===== config.mk =====
export PLATFORM = sky130hd
export DESIGN_NAME = cfa_core
export DESIGN_NICKNAME = d
export VERILOG_FILES = /design/src/design/cfa_pkg.sv /design/src/design/cfa_core.sv /design/src/design/cfa_adder.sv /design/src/design/cfa_adrgen.sv
export SDC_FILE = /design/constraint.sdc
export NUM_CORES = 1
export LEC_CHECK = 0
export ABC_AREA = 1
export BUFFER_PORTS_ARGS = -buffer_cell sky130_fd_sc_hd__buf_2
export CORE_ASPECT_RATIO = 1.75
export CORE_MARGIN = 1
export CORE_UTILIZATION = 32
export CTS_CLUSTER_DIAMETER = 40
export CTS_CLUSTER_SIZE = 25
export DETAILED_ROUTE_END_ITERATION = 6
export PLACE_DENSITY = 0.57
export REMOVE_ABC_BUFFERS = 1
export SLEW_MARGIN = 0
export SYNTH_ARGS = -nofsm -noshare
export SYNTH_HDL_FRONTEND = slang
export SYNTH_SLANG_ARGS = --single-unit

===== constraint.sdc =====
create_clock -name i_core_clk -period 7.8 [get_ports i_core_clk]
set_input_delay 1.56 -clock i_core_clk [delete_from_list [all_inputs] [get_ports i_core_clk]]
set_output_delay 1.56 -clock i_core_clk [all_outputs]
set_load 0.02 [all_outputs]

===== src/design/cfa_pkg.sv =====
// Package: constants and carrier types for the flag and addressing block
package cfa_pkg;

	// ==========================================================
	// Flag register layout
	localparam int FLAG_C = 0;
	localparam int FLAG_Z = 1;
	localparam int FLAG_N = 2;
	localparam int FLAG_I = 3;
	localparam int FLAG_H = 4;
	localparam int FLAG_V = 7;
	localparam logic [7:0] FLAGS_FIXED = 8'h60;
	localparam logic [7:0] FLAGS_RST = 8'h68;

	// ==========================================================
	// Arithmetic constants
	localparam logic [7:0] ZERO_PAGE = 8'h00;
	localparam logic [3:0] BCD_DIGIT_MAX = 4'h9;
	localparam logic [7:0] BCD_BYTE_MAX = 8'h99;
	localparam logic [3:0] BCD_FIX = 4'h6;

	// ==========================================================
	// Register offsets (APB byte addresses)
	localparam int ADDR_W = 12;
	localparam logic [11:0] REG_FLAGS = 12'h000;
	localparam logic [11:0] REG_RESULT = 12'h004;
	localparam logic [11:0] REG_STATUS = 12'h008;
	localparam int ST_INHIBIT = 0;
	localparam int ST_MASK = 1;
	localparam int ST_REQ = 2;
	localparam int ST_CNT_LO = 8;

	// ==========================================================
	// Enumerations
	typedef enum logic [4:0] {
		OP_NONE, OP_ADD, OP_ADC, OP_SUB, OP_SBC, OP_CMP, OP_AND, OP_OR,
		OP_XOR, OP_LD8, OP_LD16, OP_ASL, OP_LSR, OP_ROL, OP_ROR, OP_BTST,
		OP_INC, OP_DEC, OP_DAA, OP_CLI, OP_SEI, OP_TAP, OP_TPA, OP_SEC, OP_CLC
	} cfa_op_t;
	typedef enum logic [2:0] {AM_INH, AM_REL, AM_IMM, AM_DIR, AM_EXT} cfa_mode_t;
	typedef enum logic [3:0] {
		CC_ALWAYS, CC_NEVER, CC_GT, CC_GE, CC_LE, CC_LT, CC_EQ, CC_NE, CC_CS, CC_CC
	} cfa_cond_t;

	// ==========================================================
	// Carriers
	typedef struct packed {
		logic valid;
		cfa_op_t op;
		logic [7:0] a;
		logic [7:0] b;
		logic [2:0] bit_sel;
		logic [15:0] w;
	} cfa_exe_req_t;
	typedef struct packed {
		logic valid;
		logic [7:0] data;
		logic [15:0] data16;
	} cfa_exe_rsp_t;
	typedef struct packed {
		logic valid;
		cfa_mode_t src_mode;
		cfa_mode_t dst_mode;
		logic src_wide;
		cfa_cond_t cond;
		logic [15:0] pc;
		logic [3:0][7:0] bytes;
	} cfa_adr_req_t;
	typedef struct packed {
		logic valid;
		logic [15:0] src_ea;
		logic [15:0] dst_ea;
		logic src_mem;
		logic dst_mem;
		logic taken;
		logic [15:0] next_pc;
	} cfa_adr_rsp_t;

endpackage : cfa_pkg


===== src/design/cfa_core.sv =====
// Condition flags, interrupt masking and operand address forming
//
// Decided for this implementation: the APB slave port and the placing of the registers.
`timescale 1ns/1ps
module cfa_core
	import cfa_pkg::*;
(
	input wire logic i_core_clk,
	input wire logic i_rst,
	input wire logic i_psel,
	input wire logic i_penable,
	input wire logic i_pwrite,
	input wire logic [11:0] i_paddr,
	input wire logic [31:0] i_pwdata,
	output logic [31:0] o_prdata,
	output logic o_pready,
	output logic o_pslverr,
	input wire cfa_exe_req_t i_exe,
	output cfa_exe_rsp_t o_exe,
	input wire cfa_adr_req_t i_adr,
	output cfa_adr_rsp_t o_adr,
	input wire logic i_irq_req,
	input wire logic i_boundary,
	input wire logic i_stacked,
	output logic o_irq_take,
	output logic o_irq_mask,
	output logic [7:0] o_flags
);

	// ==========================================================
	// State
	logic [7:0] flags_reg;
	logic [7:0] flags_next;
	logic [7:0] res_next;
	logic [15:0] res16_next;
	cfa_exe_rsp_t exe_reg;
	cfa_adr_rsp_t adr_reg;
	cfa_adr_rsp_t adr_next;
	logic inhibit_reg;
	logic [7:0] int_cnt_reg;
	logic [31:0] prdata_reg;
	logic slverr_reg;

	// ==========================================================
	// Shared adder
	logic [7:0] add_b;
	logic add_cin;
	logic add_sub;
	logic [7:0] sum;
	logic sum_c;
	logic sum_h;
	logic sum_v;

	// Increment and decrement reuse the adder with a constant one
	always_comb begin
		add_b = i_exe.b;
		add_cin = 1'b0;
		add_sub = 1'b0;
		case (i_exe.op)
			OP_ADC: add_cin = flags_reg[FLAG_C];
			OP_SUB, OP_CMP: add_sub = 1'b1;
			OP_SBC: begin
				add_sub = 1'b1;
				add_cin = flags_reg[FLAG_C];
			end
			OP_INC: add_b = 8'h01;
			OP_DEC: begin
				add_b = 8'h01;
				add_sub = 1'b1;
			end
			default: add_b = i_exe.b;
		endcase
	end

	cfa_adder u_adder (
		.i_a(i_exe.a),
		.i_b(add_b),
		.i_cin(add_cin),
		.i_sub(add_sub),
		.o_sum(sum),
		.o_carry(sum_c),
		.o_half(sum_h),
		.o_ovf(sum_v)
	);

	// ==========================================================
	// Decimal adjust correction
	logic fix_lo;
	logic fix_hi;
	logic [7:0] daa_sum;

	assign fix_lo = flags_reg[FLAG_H] || (i_exe.a[3:0] > BCD_DIGIT_MAX);
	assign fix_hi = flags_reg[FLAG_C] || (i_exe.a > BCD_BYTE_MAX);
	assign daa_sum = i_exe.a + {(fix_hi ? BCD_FIX : 4'h0), (fix_lo ? BCD_FIX : 4'h0)};

	// ==========================================================
	// Result and flag update
	// Start from the old flags so untouched bits hold
	always_comb begin
		flags_next = flags_reg;
		res_next = 8'h00;
		res16_next = 16'h0000;
		case (i_exe.op)
			OP_ADD, OP_ADC: begin
				res_next = sum;
				flags_next[FLAG_H] = sum_h;
				flags_next[FLAG_V] = sum_v;
				flags_next[FLAG_C] = sum_c;
			end
			OP_SUB, OP_SBC, OP_CMP: begin
				res_next = sum;
				flags_next[FLAG_V] = sum_v;
				flags_next[FLAG_C] = sum_c;
			end
			OP_INC, OP_DEC: begin
				res_next = sum;
				flags_next[FLAG_V] = sum_v;
			end
			OP_AND: begin
				res_next = i_exe.a & i_exe.b;
				flags_next[FLAG_V] = 1'b0;
			end
			OP_OR: begin
				res_next = i_exe.a | i_exe.b;
				flags_next[FLAG_V] = 1'b0;
			end
			OP_XOR: begin
				res_next = i_exe.a ^ i_exe.b;
				flags_next[FLAG_V] = 1'b0;
			end
			OP_LD8: begin
				res_next = i_exe.a;
				flags_next[FLAG_V] = 1'b0;
			end
			OP_LD16: begin
				res16_next = i_exe.w;
				flags_next[FLAG_V] = 1'b0;
			end
			OP_ASL: begin
				res_next = {i_exe.a[6:0], 1'b0};
				flags_next[FLAG_C] = i_exe.a[7];
				flags_next[FLAG_V] = i_exe.a[7] ^ i_exe.a[6];
			end
			OP_LSR: begin
				res_next = {1'b0, i_exe.a[7:1]};
				flags_next[FLAG_C] = i_exe.a[0];
				flags_next[FLAG_V] = i_exe.a[0];
			end
			OP_ROL: begin
				res_next = {i_exe.a[6:0], flags_reg[FLAG_C]};
				flags_next[FLAG_C] = i_exe.a[7];
				flags_next[FLAG_V] = i_exe.a[7] ^ i_exe.a[6];
			end
			OP_ROR: begin
				res_next = {flags_reg[FLAG_C], i_exe.a[7:1]};
				flags_next[FLAG_C] = i_exe.a[0];
				flags_next[FLAG_V] = i_exe.a[0] ^ flags_reg[FLAG_C];
			end
			OP_BTST: begin
				res_next = i_exe.a;
				flags_next[FLAG_C] = i_exe.a[i_exe.bit_sel];
			end
			OP_DAA: begin
				res_next = daa_sum;
				flags_next[FLAG_C] = fix_hi;
			end
			OP_CLI: flags_next[FLAG_I] = 1'b0;
			OP_SEI: flags_next[FLAG_I] = 1'b1;
			OP_TAP: flags_next = i_exe.a;
			OP_TPA: res_next = flags_reg;
			OP_SEC: flags_next[FLAG_C] = 1'b1;
			OP_CLC: flags_next[FLAG_C] = 1'b0;
			default: res_next = 8'h00;
		endcase
		// Sign and zero follow the 8- or 16-bit result, except NONE, BTST, TPA, CLI, SEI, TAP, SEC and CLC, which keep them as set above
		case (i_exe.op)
			OP_LD16: begin
				flags_next[FLAG_N] = res16_next[15];
				flags_next[FLAG_Z] = (res16_next == 16'h0000);
			end
			OP_NONE, OP_BTST, OP_CLI, OP_SEI, OP_TAP, OP_TPA, OP_SEC, OP_CLC: begin
				flags_next[FLAG_N] = flags_next[FLAG_N];
			end
			default: begin
				flags_next[FLAG_N] = res_next[7];
				flags_next[FLAG_Z] = (res_next == 8'h00);
			end
		endcase
		flags_next = flags_next | FLAGS_FIXED;
	end

	// ==========================================================
	// Flag register
	// Stacking wins over an instruction, which wins over software
	always_ff @(posedge i_core_clk) begin
		if (i_rst) begin
			flags_reg <= FLAGS_RST;
		end else if (i_stacked) begin
			flags_reg[FLAG_I] <= 1'b1;
		end else if (i_exe.valid) begin
			flags_reg <= flags_next;
		end else if (i_psel && i_penable && i_pwrite && i_paddr == REG_FLAGS) begin
			flags_reg <= i_pwdata[7:0] | FLAGS_FIXED;
		end
	end

	// ==========================================================
	// Interrupt gating
	// Inhibit is set only when the mask really drops from one
	always_ff @(posedge i_core_clk) begin
		if (i_rst) begin
			inhibit_reg <= 1'b0;
		end else if (i_exe.valid && !i_stacked && flags_reg[FLAG_I] && !flags_next[FLAG_I]) begin
			inhibit_reg <= 1'b1;
		end else if (i_boundary) begin
			inhibit_reg <= 1'b0;
		end
	end

	assign o_irq_take = i_boundary && i_irq_req && !flags_reg[FLAG_I] && !inhibit_reg;
	assign o_irq_mask = flags_reg[FLAG_I];
	assign o_flags = flags_reg;

	// Count of interrupts taken, wraps
	always_ff @(posedge i_core_clk) begin
		if (i_rst) begin
			int_cnt_reg <= 8'h00;
		end else if (o_irq_take) begin
			int_cnt_reg <= int_cnt_reg + 8'h01;
		end
	end

	// ==========================================================
	// Execution result
	always_ff @(posedge i_core_clk) begin
		if (i_rst) begin
			exe_reg <= '0;
		end else begin
			exe_reg.valid <= i_exe.valid;
			if (i_exe.valid) begin
				exe_reg.data <= res_next;
				exe_reg.data16 <= res16_next;
			end
		end
	end

	assign o_exe = exe_reg;

	// ==========================================================
	// Operand addressing
	logic [15:0] src_end;
	logic [15:0] src_ea;
	logic src_mem;
	logic [15:0] dst_end;
	logic [15:0] dst_ea;
	logic dst_mem;
	logic [1:0] src_len;
	logic [7:0] dst_b0;
	logic [7:0] dst_b1;
	logic nv;
	logic taken;

	// Source field sits right after the opcode
	cfa_adrgen u_src (
		.i_mode(i_adr.src_mode),
		.i_wide(i_adr.src_wide),
		.i_base(i_adr.pc + 16'h0001),
		.i_byte0(i_adr.bytes[0]),
		.i_byte1(i_adr.bytes[1]),
		.o_ea(src_ea),
		.o_end(src_end),
		.o_mem(src_mem)
	);

	// Destination or branch field follows the source bytes
	assign src_len = 2'(src_end - i_adr.pc - 16'h0001);
	assign dst_b0 = i_adr.bytes[src_len];
	assign dst_b1 = (src_len == 2'd3) ? 8'h00 : i_adr.bytes[2'(src_len + 2'd1)];

	cfa_adrgen u_dst (
		.i_mode(i_adr.dst_mode),
		.i_wide(1'b0),
		.i_base(src_end),
		.i_byte0(dst_b0),
		.i_byte1(dst_b1),
		.o_ea(dst_ea),
		.o_end(dst_end),
		.o_mem(dst_mem)
	);

	// Branch condition on the flags left by the previous operation
	assign nv = flags_reg[FLAG_N] ^ flags_reg[FLAG_V];
	always_comb begin
		case (i_adr.cond)
			CC_ALWAYS: taken = 1'b1;
			CC_GT: taken = !(flags_reg[FLAG_Z] || nv);
			CC_GE: taken = !nv;
			CC_LE: taken = flags_reg[FLAG_Z] || nv;
			CC_LT: taken = nv;
			CC_EQ: taken = flags_reg[FLAG_Z];
			CC_NE: taken = !flags_reg[FLAG_Z];
			CC_CS: taken = flags_reg[FLAG_C];
			CC_CC: taken = !flags_reg[FLAG_C];
			default: taken = 1'b0;
		endcase
	end

	// Relative target only when a relative field exists and holds
	always_comb begin
		adr_next = '0;
		adr_next.valid = i_adr.valid;
		adr_next.src_ea = src_ea;
		adr_next.dst_ea = dst_ea;
		adr_next.src_mem = src_mem;
		adr_next.dst_mem = dst_mem;
		adr_next.next_pc = dst_end;
		if (taken && i_adr.src_mode == AM_REL) begin
			adr_next.taken = 1'b1;
			adr_next.next_pc = src_ea;
		end else if (taken && i_adr.dst_mode == AM_REL) begin
			adr_next.taken = 1'b1;
			adr_next.next_pc = dst_ea;
		end
	end

	always_ff @(posedge i_core_clk) begin
		if (i_rst) begin
			adr_reg <= '0;
		end else begin
			adr_reg <= adr_next;
		end
	end

	assign o_adr = adr_reg;

	// ==========================================================
	// APB slave
	// Read data captured in the setup cycle, so no wait states
	always_ff @(posedge i_core_clk) begin
		if (i_rst) begin
			prdata_reg <= 32'h0000_0000;
			slverr_reg <= 1'b0;
		end else if (i_psel && !i_penable) begin
			slverr_reg <= 1'b0;
			case (i_paddr)
				REG_FLAGS: prdata_reg <= {24'h00_0000, flags_reg};
				REG_RESULT: prdata_reg <= {exe_reg.data16, 8'h00, exe_reg.data};
				REG_STATUS: begin
					prdata_reg <= 32'h0000_0000;
					prdata_reg[ST_INHIBIT] <= inhibit_reg;
					prdata_reg[ST_MASK] <= flags_reg[FLAG_I];
					prdata_reg[ST_REQ] <= i_irq_req;
					prdata_reg[ST_CNT_LO +: 8] <= int_cnt_reg;
				end
				default: begin
					prdata_reg <= 32'h0000_0000;
					slverr_reg <= 1'b1;
				end
			endcase
		end
	end

	assign o_pready = 1'b1;
	assign o_prdata = prdata_reg;
	assign o_pslverr = slverr_reg && i_psel && i_penable;

endmodule : cfa_core


===== src/design/cfa_adder.sv =====
// Eight-bit adder/subtractor with carry, half-carry and overflow outputs
`timescale 1ns/1ps
module cfa_adder
	import cfa_pkg::*;
(
	input wire logic [7:0] i_a,
	input wire logic [7:0] i_b,
	input wire logic i_cin,
	input wire logic i_sub,
	output logic [7:0] o_sum,
	output logic o_carry,
	output logic o_half,
	output logic o_ovf
);

	// ==========================================================
	// Datapath
	logic [7:0] bx;
	logic cx;
	logic [8:0] full;
	logic [4:0] low;

	// Subtract as a + ~b + ~borrow, so one adder serves both
	assign bx = i_sub ? ~i_b : i_b;
	assign cx = i_sub ? ~i_cin : i_cin;
	assign full = {1'b0, i_a} + {1'b0, bx} + {8'h00, cx};
	assign low = {1'b0, i_a[3:0]} + {1'b0, bx[3:0]} + {4'h0, cx};
	assign o_sum = full[7:0];
	assign o_carry = i_sub ? ~full[8] : full[8];
	assign o_half = low[4];
	assign o_ovf = (i_a[7] == bx[7]) && (full[7] != i_a[7]);

endmodule : cfa_adder


===== src/design/cfa_adrgen.sv =====
// Effective address former for one operand field of an instruction
`timescale 1ns/1ps
module cfa_adrgen
	import cfa_pkg::*;
(
	input wire cfa_mode_t i_mode,
	input wire logic i_wide,
	input wire logic [15:0] i_base,
	input wire logic [7:0] i_byte0,
	input wire logic [7:0] i_byte1,
	output logic [15:0] o_ea,
	output logic [15:0] o_end,
	output logic o_mem
);

	// ==========================================================
	// Mode decode
	always_comb begin
		o_ea = 16'h0000;
		o_end = i_base;
		o_mem = 1'b0;
		case (i_mode)
			AM_INH: begin
				o_end = i_base;
			end
			AM_REL: begin
				o_end = i_base + 16'h0001;
				o_ea = o_end + {{8{i_byte0[7]}}, i_byte0};
			end
			AM_IMM: begin
				o_ea = i_base;
				o_end = i_base + (i_wide ? 16'h0002 : 16'h0001);
			end
			AM_DIR: begin
				o_ea = {ZERO_PAGE, i_byte0};
				o_end = i_base + 16'h0001;
				o_mem = 1'b1;
			end
			AM_EXT: begin
				o_ea = {i_byte0, i_byte1};
				o_end = i_base + 16'h0002;
				o_mem = 1'b1;
			end
			default: begin
				o_end = i_base;
			end
		endcase
	end

endmodule : cfa_adrgen


Word-level counts from Yosys, hierarchy flattened
Index checks and enable logic that the tools add are counted.
{"block": "word_totals", "register_bits": 127, "input_bits": 153, "out_inout_bits": 121, "elab_cells": 197}
{"block": "classes", "n_addsub": 17, "n_lt_le_gt_ge": 5, "eq_ne": 49, "n_mux": 40, "n_bitwise": 10, "n_reduce_logical": 56}
{"cell": "16-bit case mux with 4 select lines", "n": 2}
{"cell": "32-bit case mux with 3 select lines", "n": 1}
{"cell": "8-bit case mux with 11 select lines", "n": 1}
{"cell": "8-bit 2-to-1 mux", "n": 7}
{"cell": "16-bit by 1-bit adder with 16-bit output (second input constant)", "n": 3}
{"cell": "16-bit adder", "n": 3}
{"cell": "16-bit case mux with 3 select lines", "n": 1}
{"cell": "5-bit == test (second input constant)", "n": 9}
{"cell": "5-bit by 4-bit == test with 1-bit output (second input constant)", "n": 8}
{"cell": "17-bit 2-to-1 mux", "n": 2}
{"cell": "16-bit by 2-bit adder with 16-bit output (second input constant)", "n": 2}
{"cell": "8-bit binary-select mux with 2-bit select", "n": 2}
{"cell": "16-bit case mux with 2 select lines", "n": 1}
{"cell": "5-bit by 3-bit == test with 1-bit output (second input constant)", "n": 4}
{"cell": "2-bit OR reduction", "n": 9}
{"cell": "4-bit by 3-bit == test with 1-bit output (second input constant)", "n": 4}
{"cell": "16-bit logical NOT", "n": 1}
{"cell": "16-bit 2-to-1 mux", "n": 1}
{"cell": "1-bit logical AND", "n": 15}
{"cell": "12-bit by 3-bit == test with 1-bit output (second input constant)", "n": 1}
{"cell": "12-bit by 4-bit == test with 1-bit output (second input constant)", "n": 1}
{"cell": "3-bit by 2-bit == test with 1-bit output (second input constant)", "n": 4}
{"cell": "12-bit logical NOT", "n": 1}
{"cell": "3-bit AND reduction", "n": 4}
{"cell": "other kinds (53)", "n": 90}

Longest topological paths before layout
{"block": "logic_depth", "depth_word": 12, "depth_mapped": 35, "ltp_nobuf": 35}

Modules after synthesis
Synthesis repeated with hierarchy kept, for this count alone.
{"block": "hier_totals", "hier_cells": 2185, "hier_area_um2": 13008.7}
{"module": "cfa_core", "n_inst": 1, "cells_per_inst": 1128, "area_per_inst_um2": 7437.1, "seq_area_each_um2": 2502.4}
{"module": "cfa_adrgen at u_dst", "n_inst": 1, "cells_per_inst": 490, "area_per_inst_um2": 2603.7, "seq_area_each_um2": 0.0}
{"module": "cfa_adrgen at u_src", "n_inst": 1, "cells_per_inst": 488, "area_per_inst_um2": 2487.4, "seq_area_each_um2": 0.0}
{"module": "cfa_adder", "n_inst": 1, "cells_per_inst": 79, "area_per_inst_um2": 480.5, "seq_area_each_um2": 0.0}

Least setup slack after synthesis
OpenSTA, ideal clock, no wires.
{"block": "synth_timing", "path_kind": "input port to flip-flop", "startpoint": "in i_adr[32] in the netlist's numbering", "endpoint": "reg adr_reg (netlist bit o_adr[15])", "setup_time_ps": 120, "arrival_time_ps": 5513, "required_ps": 7680, "slack_ps": 2167, "path_stages": 32, "n_path_buf": 0, "cell_sequence": "inv_2 -> ha_1 -> inv_1 -> ha_1 -> inv_1 -> nor2_1 -> nand2_1 -> nor2_1 -> nand3_1 -> nand2_1 -> nand3_1 -> nand4_2 -> nand2_4 -> nor3_1 -> nand2_1 -> xor2_1 -> inv_1 -> ha_1 -> inv_1 -> nor4_1 -> nand3_1 -> nand4_1 -> nand3_1 -> nand2_1 -> nand2_1 -> nand2_1 -> a21oi_1 -> nand3b_1 -> nand3_2 -> nand2_1 -> nand2_1 -> nand3_1"}
{"block": "synth_between", "elab_chain_cells": 11, "word_cells_on_any_way": 18, "classes_between": "10 x add/sub; 8 x mux"}
{"item": "from (decl)", "line": "cfa_core.sv:20", "source": "input wire cfa_adr_req_t i_adr,"}
{"item": "16-bit by 1-bit adder with 16-bit output", "line": "cfa_core.sv:267", "source": ".i_base(i_adr.pc + 16'h0001),"}
{"item": "16-bit by 2-bit adder with 16-bit output (tied with other cells)", "line": "cfa_adrgen.sv:41", "source": "o_end = i_base + 16'h0002;"}
{"item": "16-bit case mux with 3 select lines", "line": "cfa_adrgen.sv:22", "source": "case (i_mode)"}
{"item": "2-bit subtractor", "line": "cfa_core.sv:276", "source": "assign src_len = 2'(src_end - i_adr.pc - 16'h0001);"}
{"item": "2-bit by 1-bit subtractor with 2-bit output", "line": "cfa_core.sv:276"}
{"item": "8-bit binary-select mux with 2-bit select", "line": "cfa_core.sv:277", "source": "assign dst_b0 = i_adr.bytes[src_len];"}
{"item": "8-bit 2-to-1 mux (not written as such)", "line": "cfa_core.sv:277"}
{"item": "16-bit adder", "line": "cfa_adrgen.sv:28", "source": "o_ea = o_end + {{8{i_byte0[7]}}, i_byte0};"}
{"item": "16-bit case mux with 4 select lines", "line": "cfa_adrgen.sv:22"}
{"item": "17-bit 2-to-1 mux", "line": "cfa_core.sv:320", "source": "end else if (taken && i_adr.dst_mode == AM_REL) begin"}
{"item": "17-bit 2-to-1 mux (*)", "line": "cfa_core.sv:317", "source": "if (taken && i_adr.src_mode == AM_REL) begin"}
{"item": "to (signal assigned)", "line": "cfa_core.sv:330", "source": "adr_reg <= adr_next;"}
{"item": "to (decl)", "line": "cfa_core.sv:37", "source": "cfa_adr_rsp_t adr_reg;"}
Every way passes the cells marked *; elsewhere a longest branch is shown, timed or not. The select of a mux whose other input is x is not followed.
A chain may end at the register's enable or synchronous reset.

Worst setup path after layout
{"block": "layout_timing", "startpoint": "in i_adr[32] in the netlist's numbering", "endpoint": "reg adr_reg (netlist bit o_adr[13])"}
Same word-level chain as after synthesis.

==> impl_results.md <==
- Achievable Freq: 149 MHz
- Via density: 5.42
- Yosys warnings: 0
- Unrepaired setup endpoints after global routing: no
- # rows: 93
- Antenna violations before repair: 0
- Area delta synth->final: 20.0%
- Die W: 148 µm
- HPWL after detailed placement: 43.0 mm
- Reg2reg path depth: 18
- Final min period: 6.70 ns
- Final WL: 52.4 mm
- #FFs+latches synth: 125
- Hold Crit Class: reg -> reg
- Worst EP required: 8.08 ns
- Share of layout cells above drive strength 1: 0.197
- CTS tree: done
- Total Routing Usage GR: 0.277
- # DRC: 1
- Main synth FF type: dfxtp_1
- Starting Density: 0.324
- Crit-path max FO: 9
- Crit path buffers/inverters: 5
- Worst R2R End: o_flags[1]$_SDFFE_PP0P_
- Power Internal: 1.43 mW
- DRT iter0 DRCs: 739
- Register area share after synthesis: 0.210
- Final hold violations: 0
- Number of global-route vias before repair: 14200
- Clock Pin Slew Worst Setup and Hold Paths: 0.07 ns
- Critical path type: in -> reg
- H-Tree Level Count: 4
- Final Wtd Congestion: 1.02
- Max reg flops: 52
- Die area: 38000 µm²
- Drt wl/cell: 20.0 µm
- Antenna diodes: 0
- Core area: 36800 µm²
- CTS Buf Count: 17
- I/O Buffers: 244
- # nets final: 2357
- Gr ovfl total: 0
- Post-CTS Setup Bufs: 0
- Netlist cell types: 69
- Worst VDD drop: 134 µV
- Fin crit share: 0.860
- Sequential share of power: 0.277
- Worst reg-to-reg setup slack: 3.75 ns
- Fin. max-slew vios: 0
- Max incr delay on CP: 0.55 ns
- Worst setup EP type: flip-flop
- Cell area after synthesis: 11900 µm²
- Delay-heaviest family, CP: simple AND/OR/NAND/NOR gates
- Die H: 257 µm
- CTS Hold Buffers Added: 0
- DR vias: 14200
- DP Area: 13700 µm²
- R2r startpoint: o_flags[0]$_SDFFE_PP0P_
- Setup crit start kind: input port
- Layout fillers: 4096
- Cells after synthesis: 1893
- HP Start: o_prdata[26]$_SDFFE_PP0P_
- CTS Sinks: 125
- Boundary pin count: 274
- Combinational Power Share: 0.395
- Clock network power share: 0.328
- Setup TNS: 0 ns
- Later-pin clock latency in the skew report: 0.44 ns
- Hold path cells: 2
- Final setup vio count: 0
- Max clock buf depth: 2
- Slew HR: 0.214
- Routed Antenna Nets: 0
- First-pass GRT wire length: 78.8 mm
- Worst Hold End: o_prdata[26]$_SDFFE_PP0P_
- Pre-antenna DRT Iters: 7
- Cell Pwr Density: 174 nW/µm²
- Maxcap violations: 0
- Outcome: complete, but fails checks
- Final Skew: 0.0161 ns
- PostCTS Resize Cnt: 0
- Psw: 1.05 mW
- Worst slew pin tran: 1.17 ns
- Largest net degree at the start of global routing: 50
- Critical path arrival: 6.98 ns
- EDFF count, synth: 0
- Final Instance Area: 14300 µm²
- FFs w/ async S/R, synth: 0
- Clock root cell: clkbuf_16
- LEAKAGE: 6.83 nW
- Slowest cell on crit path: nor2_1
- Failing checks: DRC
- Syn Area/Cell: 6.29 µm²
- Most Frequent Cell on Critical Path: nand2_1
- Switching Fraction: 0.422
## cell type report
type	instances	area (µm²)	area share
tap	475	594	0.0416
inverter	244	925	0.0648
clock buffer	17	425	0.0298
multi-input combinational	1466	8220	0.576
clock inverter	15	153	0.0107
timing repair buffer	275	1450	0.102
sequential	125	2500	0.175
## per-layer routing
| layer | routed length, µm | GRT usage |
|---|---|---|
| met5 | 0 | 0 |
| met2 | 28300 | 0.540 |
| met1 | 17400 | 0.249 |
| met3 | 1870 | 0.0250 |
| met4 | 4840 | 0.240 |
## tightest hold or removal path: cells and delay by family, from the launching register on
family           cells  cell delay, ns
flip-flops           1            0.31
AND/OR/NAND/NOR      1            0.06
AO/OA/AOI/OAI        1            0.05
## placed cells by master (no fill, tap or decap), drive strengths merged, types with 9 or more instances in the layout
master     n
a21oi    158
a31oi     16
buf      275
clkbuf    17
clkinv    10
dfxtp    125
ha        69
inv      245
nand2    458
nand3    182
nand4     36
nor2     176
nor3      30
nor4      13
o2111ai    9
o211ai    27
o21ai    136
o221ai    10
o22ai     27
xor2      32
## logic make-up (layout without fill, tap and decap cells)
group	Yosys count	after routing	synth area share
AOI/OAI and AO/OA	429	429	0.212
xor gates and xnor gates	38	38	0.0286
adders and majority gates	75	75	0.0826
buffers and inverters	304	551	0.100
DFF	125	125	0.210
other	1	3	0.000315
and+or+nand+nor	921	921	0.366
## synth_stat cells, types with 4 or more instances
cell type  number  share of area
buf_4           4         0.0025
nor2_1        147          0.046
o221ai_1       10         0.0074
nand3_1       174          0.073
ha_1           69          0.073
clkbuf_1       44          0.014
nor4_1         12         0.0063
o21ai_1        12         0.0050
nand2_4        11          0.010
a211oi_1        6         0.0038
nand4_1        34          0.018
o311ai_0        4         0.0029
o21ai_0       118          0.050
inv_1         222          0.070
a221oi_1        8         0.0059
xnor2_1         6         0.0044
o22ai_1        27          0.014
or2_2           6         0.0032
o211ai_1       27          0.017
a21oi_1       158          0.066
dfxtp_1       125           0.21
nor2_2         14         0.0074
a31oi_1        16         0.0084
and2_1          7         0.0037
fa_1            6          0.010
buf_2           4         0.0017
nand3b_1        5         0.0032
nor2_8          4         0.0067
a311oi_1        4         0.0029
buf_1           5         0.0016
nand2_2        25          0.013
nor3_1         26          0.011
nand3_2         6         0.0050
o21ai_2         6         0.0044
nor2_4         11          0.010
o2111ai_1       9         0.0066
nor3b_1         5         0.0032
xor2_1         31          0.023
nand2_1       422           0.13
inv_2          13         0.0041
clkinv_1        6         0.0019
## metrics by stage
step | instances | util | setup slack, ns | hold WS, ns | power (mW)
floorplan | 1835 | - | 1.30 | 0.434 | 1.33
global placement | 2585 | 0.373 | 0.821 | 0.450 | 1.65
detailed placement | 2585 | 0.373 | 0.766 | 0.454 | 1.66
CTS | 2617 | 0.388 | 1.26 | 0.465 | 2.50
global route | 2617 | 0.388 | 0.609 | 0.481 | 2.63
finish | 2617 | 0.388 | 1.10 | 0.462 | 2.48
## how the worst max path moves through the flow
stage	start	end	depth (start not counted)
global placement	i_adr[32]	o_adr[15]$_SDFF_PP0_	32
global route	i_adr[32]	o_adr[13]$_SDFF_PP0_	29
detailed placement	i_adr[32]	o_adr[13]$_SDFF_PP0_	29
floorplan	i_adr[57]	o_adr[14]$_SDFF_PP0_	26
CTS	i_adr[32]	o_adr[13]$_SDFF_PP0_	29
finish	i_adr[32]	o_adr[13]$_SDFF_PP0_	29
## power by group through the flow
stage	sequential (mW)	combinational, mW	clock (mW)
after floorplan	0.735	0.591	0
after global placement	0.701	0.950	0
final	0.687	0.981	0.813
after global routing	0.690	1.08	0.865
after CTS	0.687	0.966	0.844
after detailed placement	0.701	0.962	0
Power figures use the tool's default switching activity.
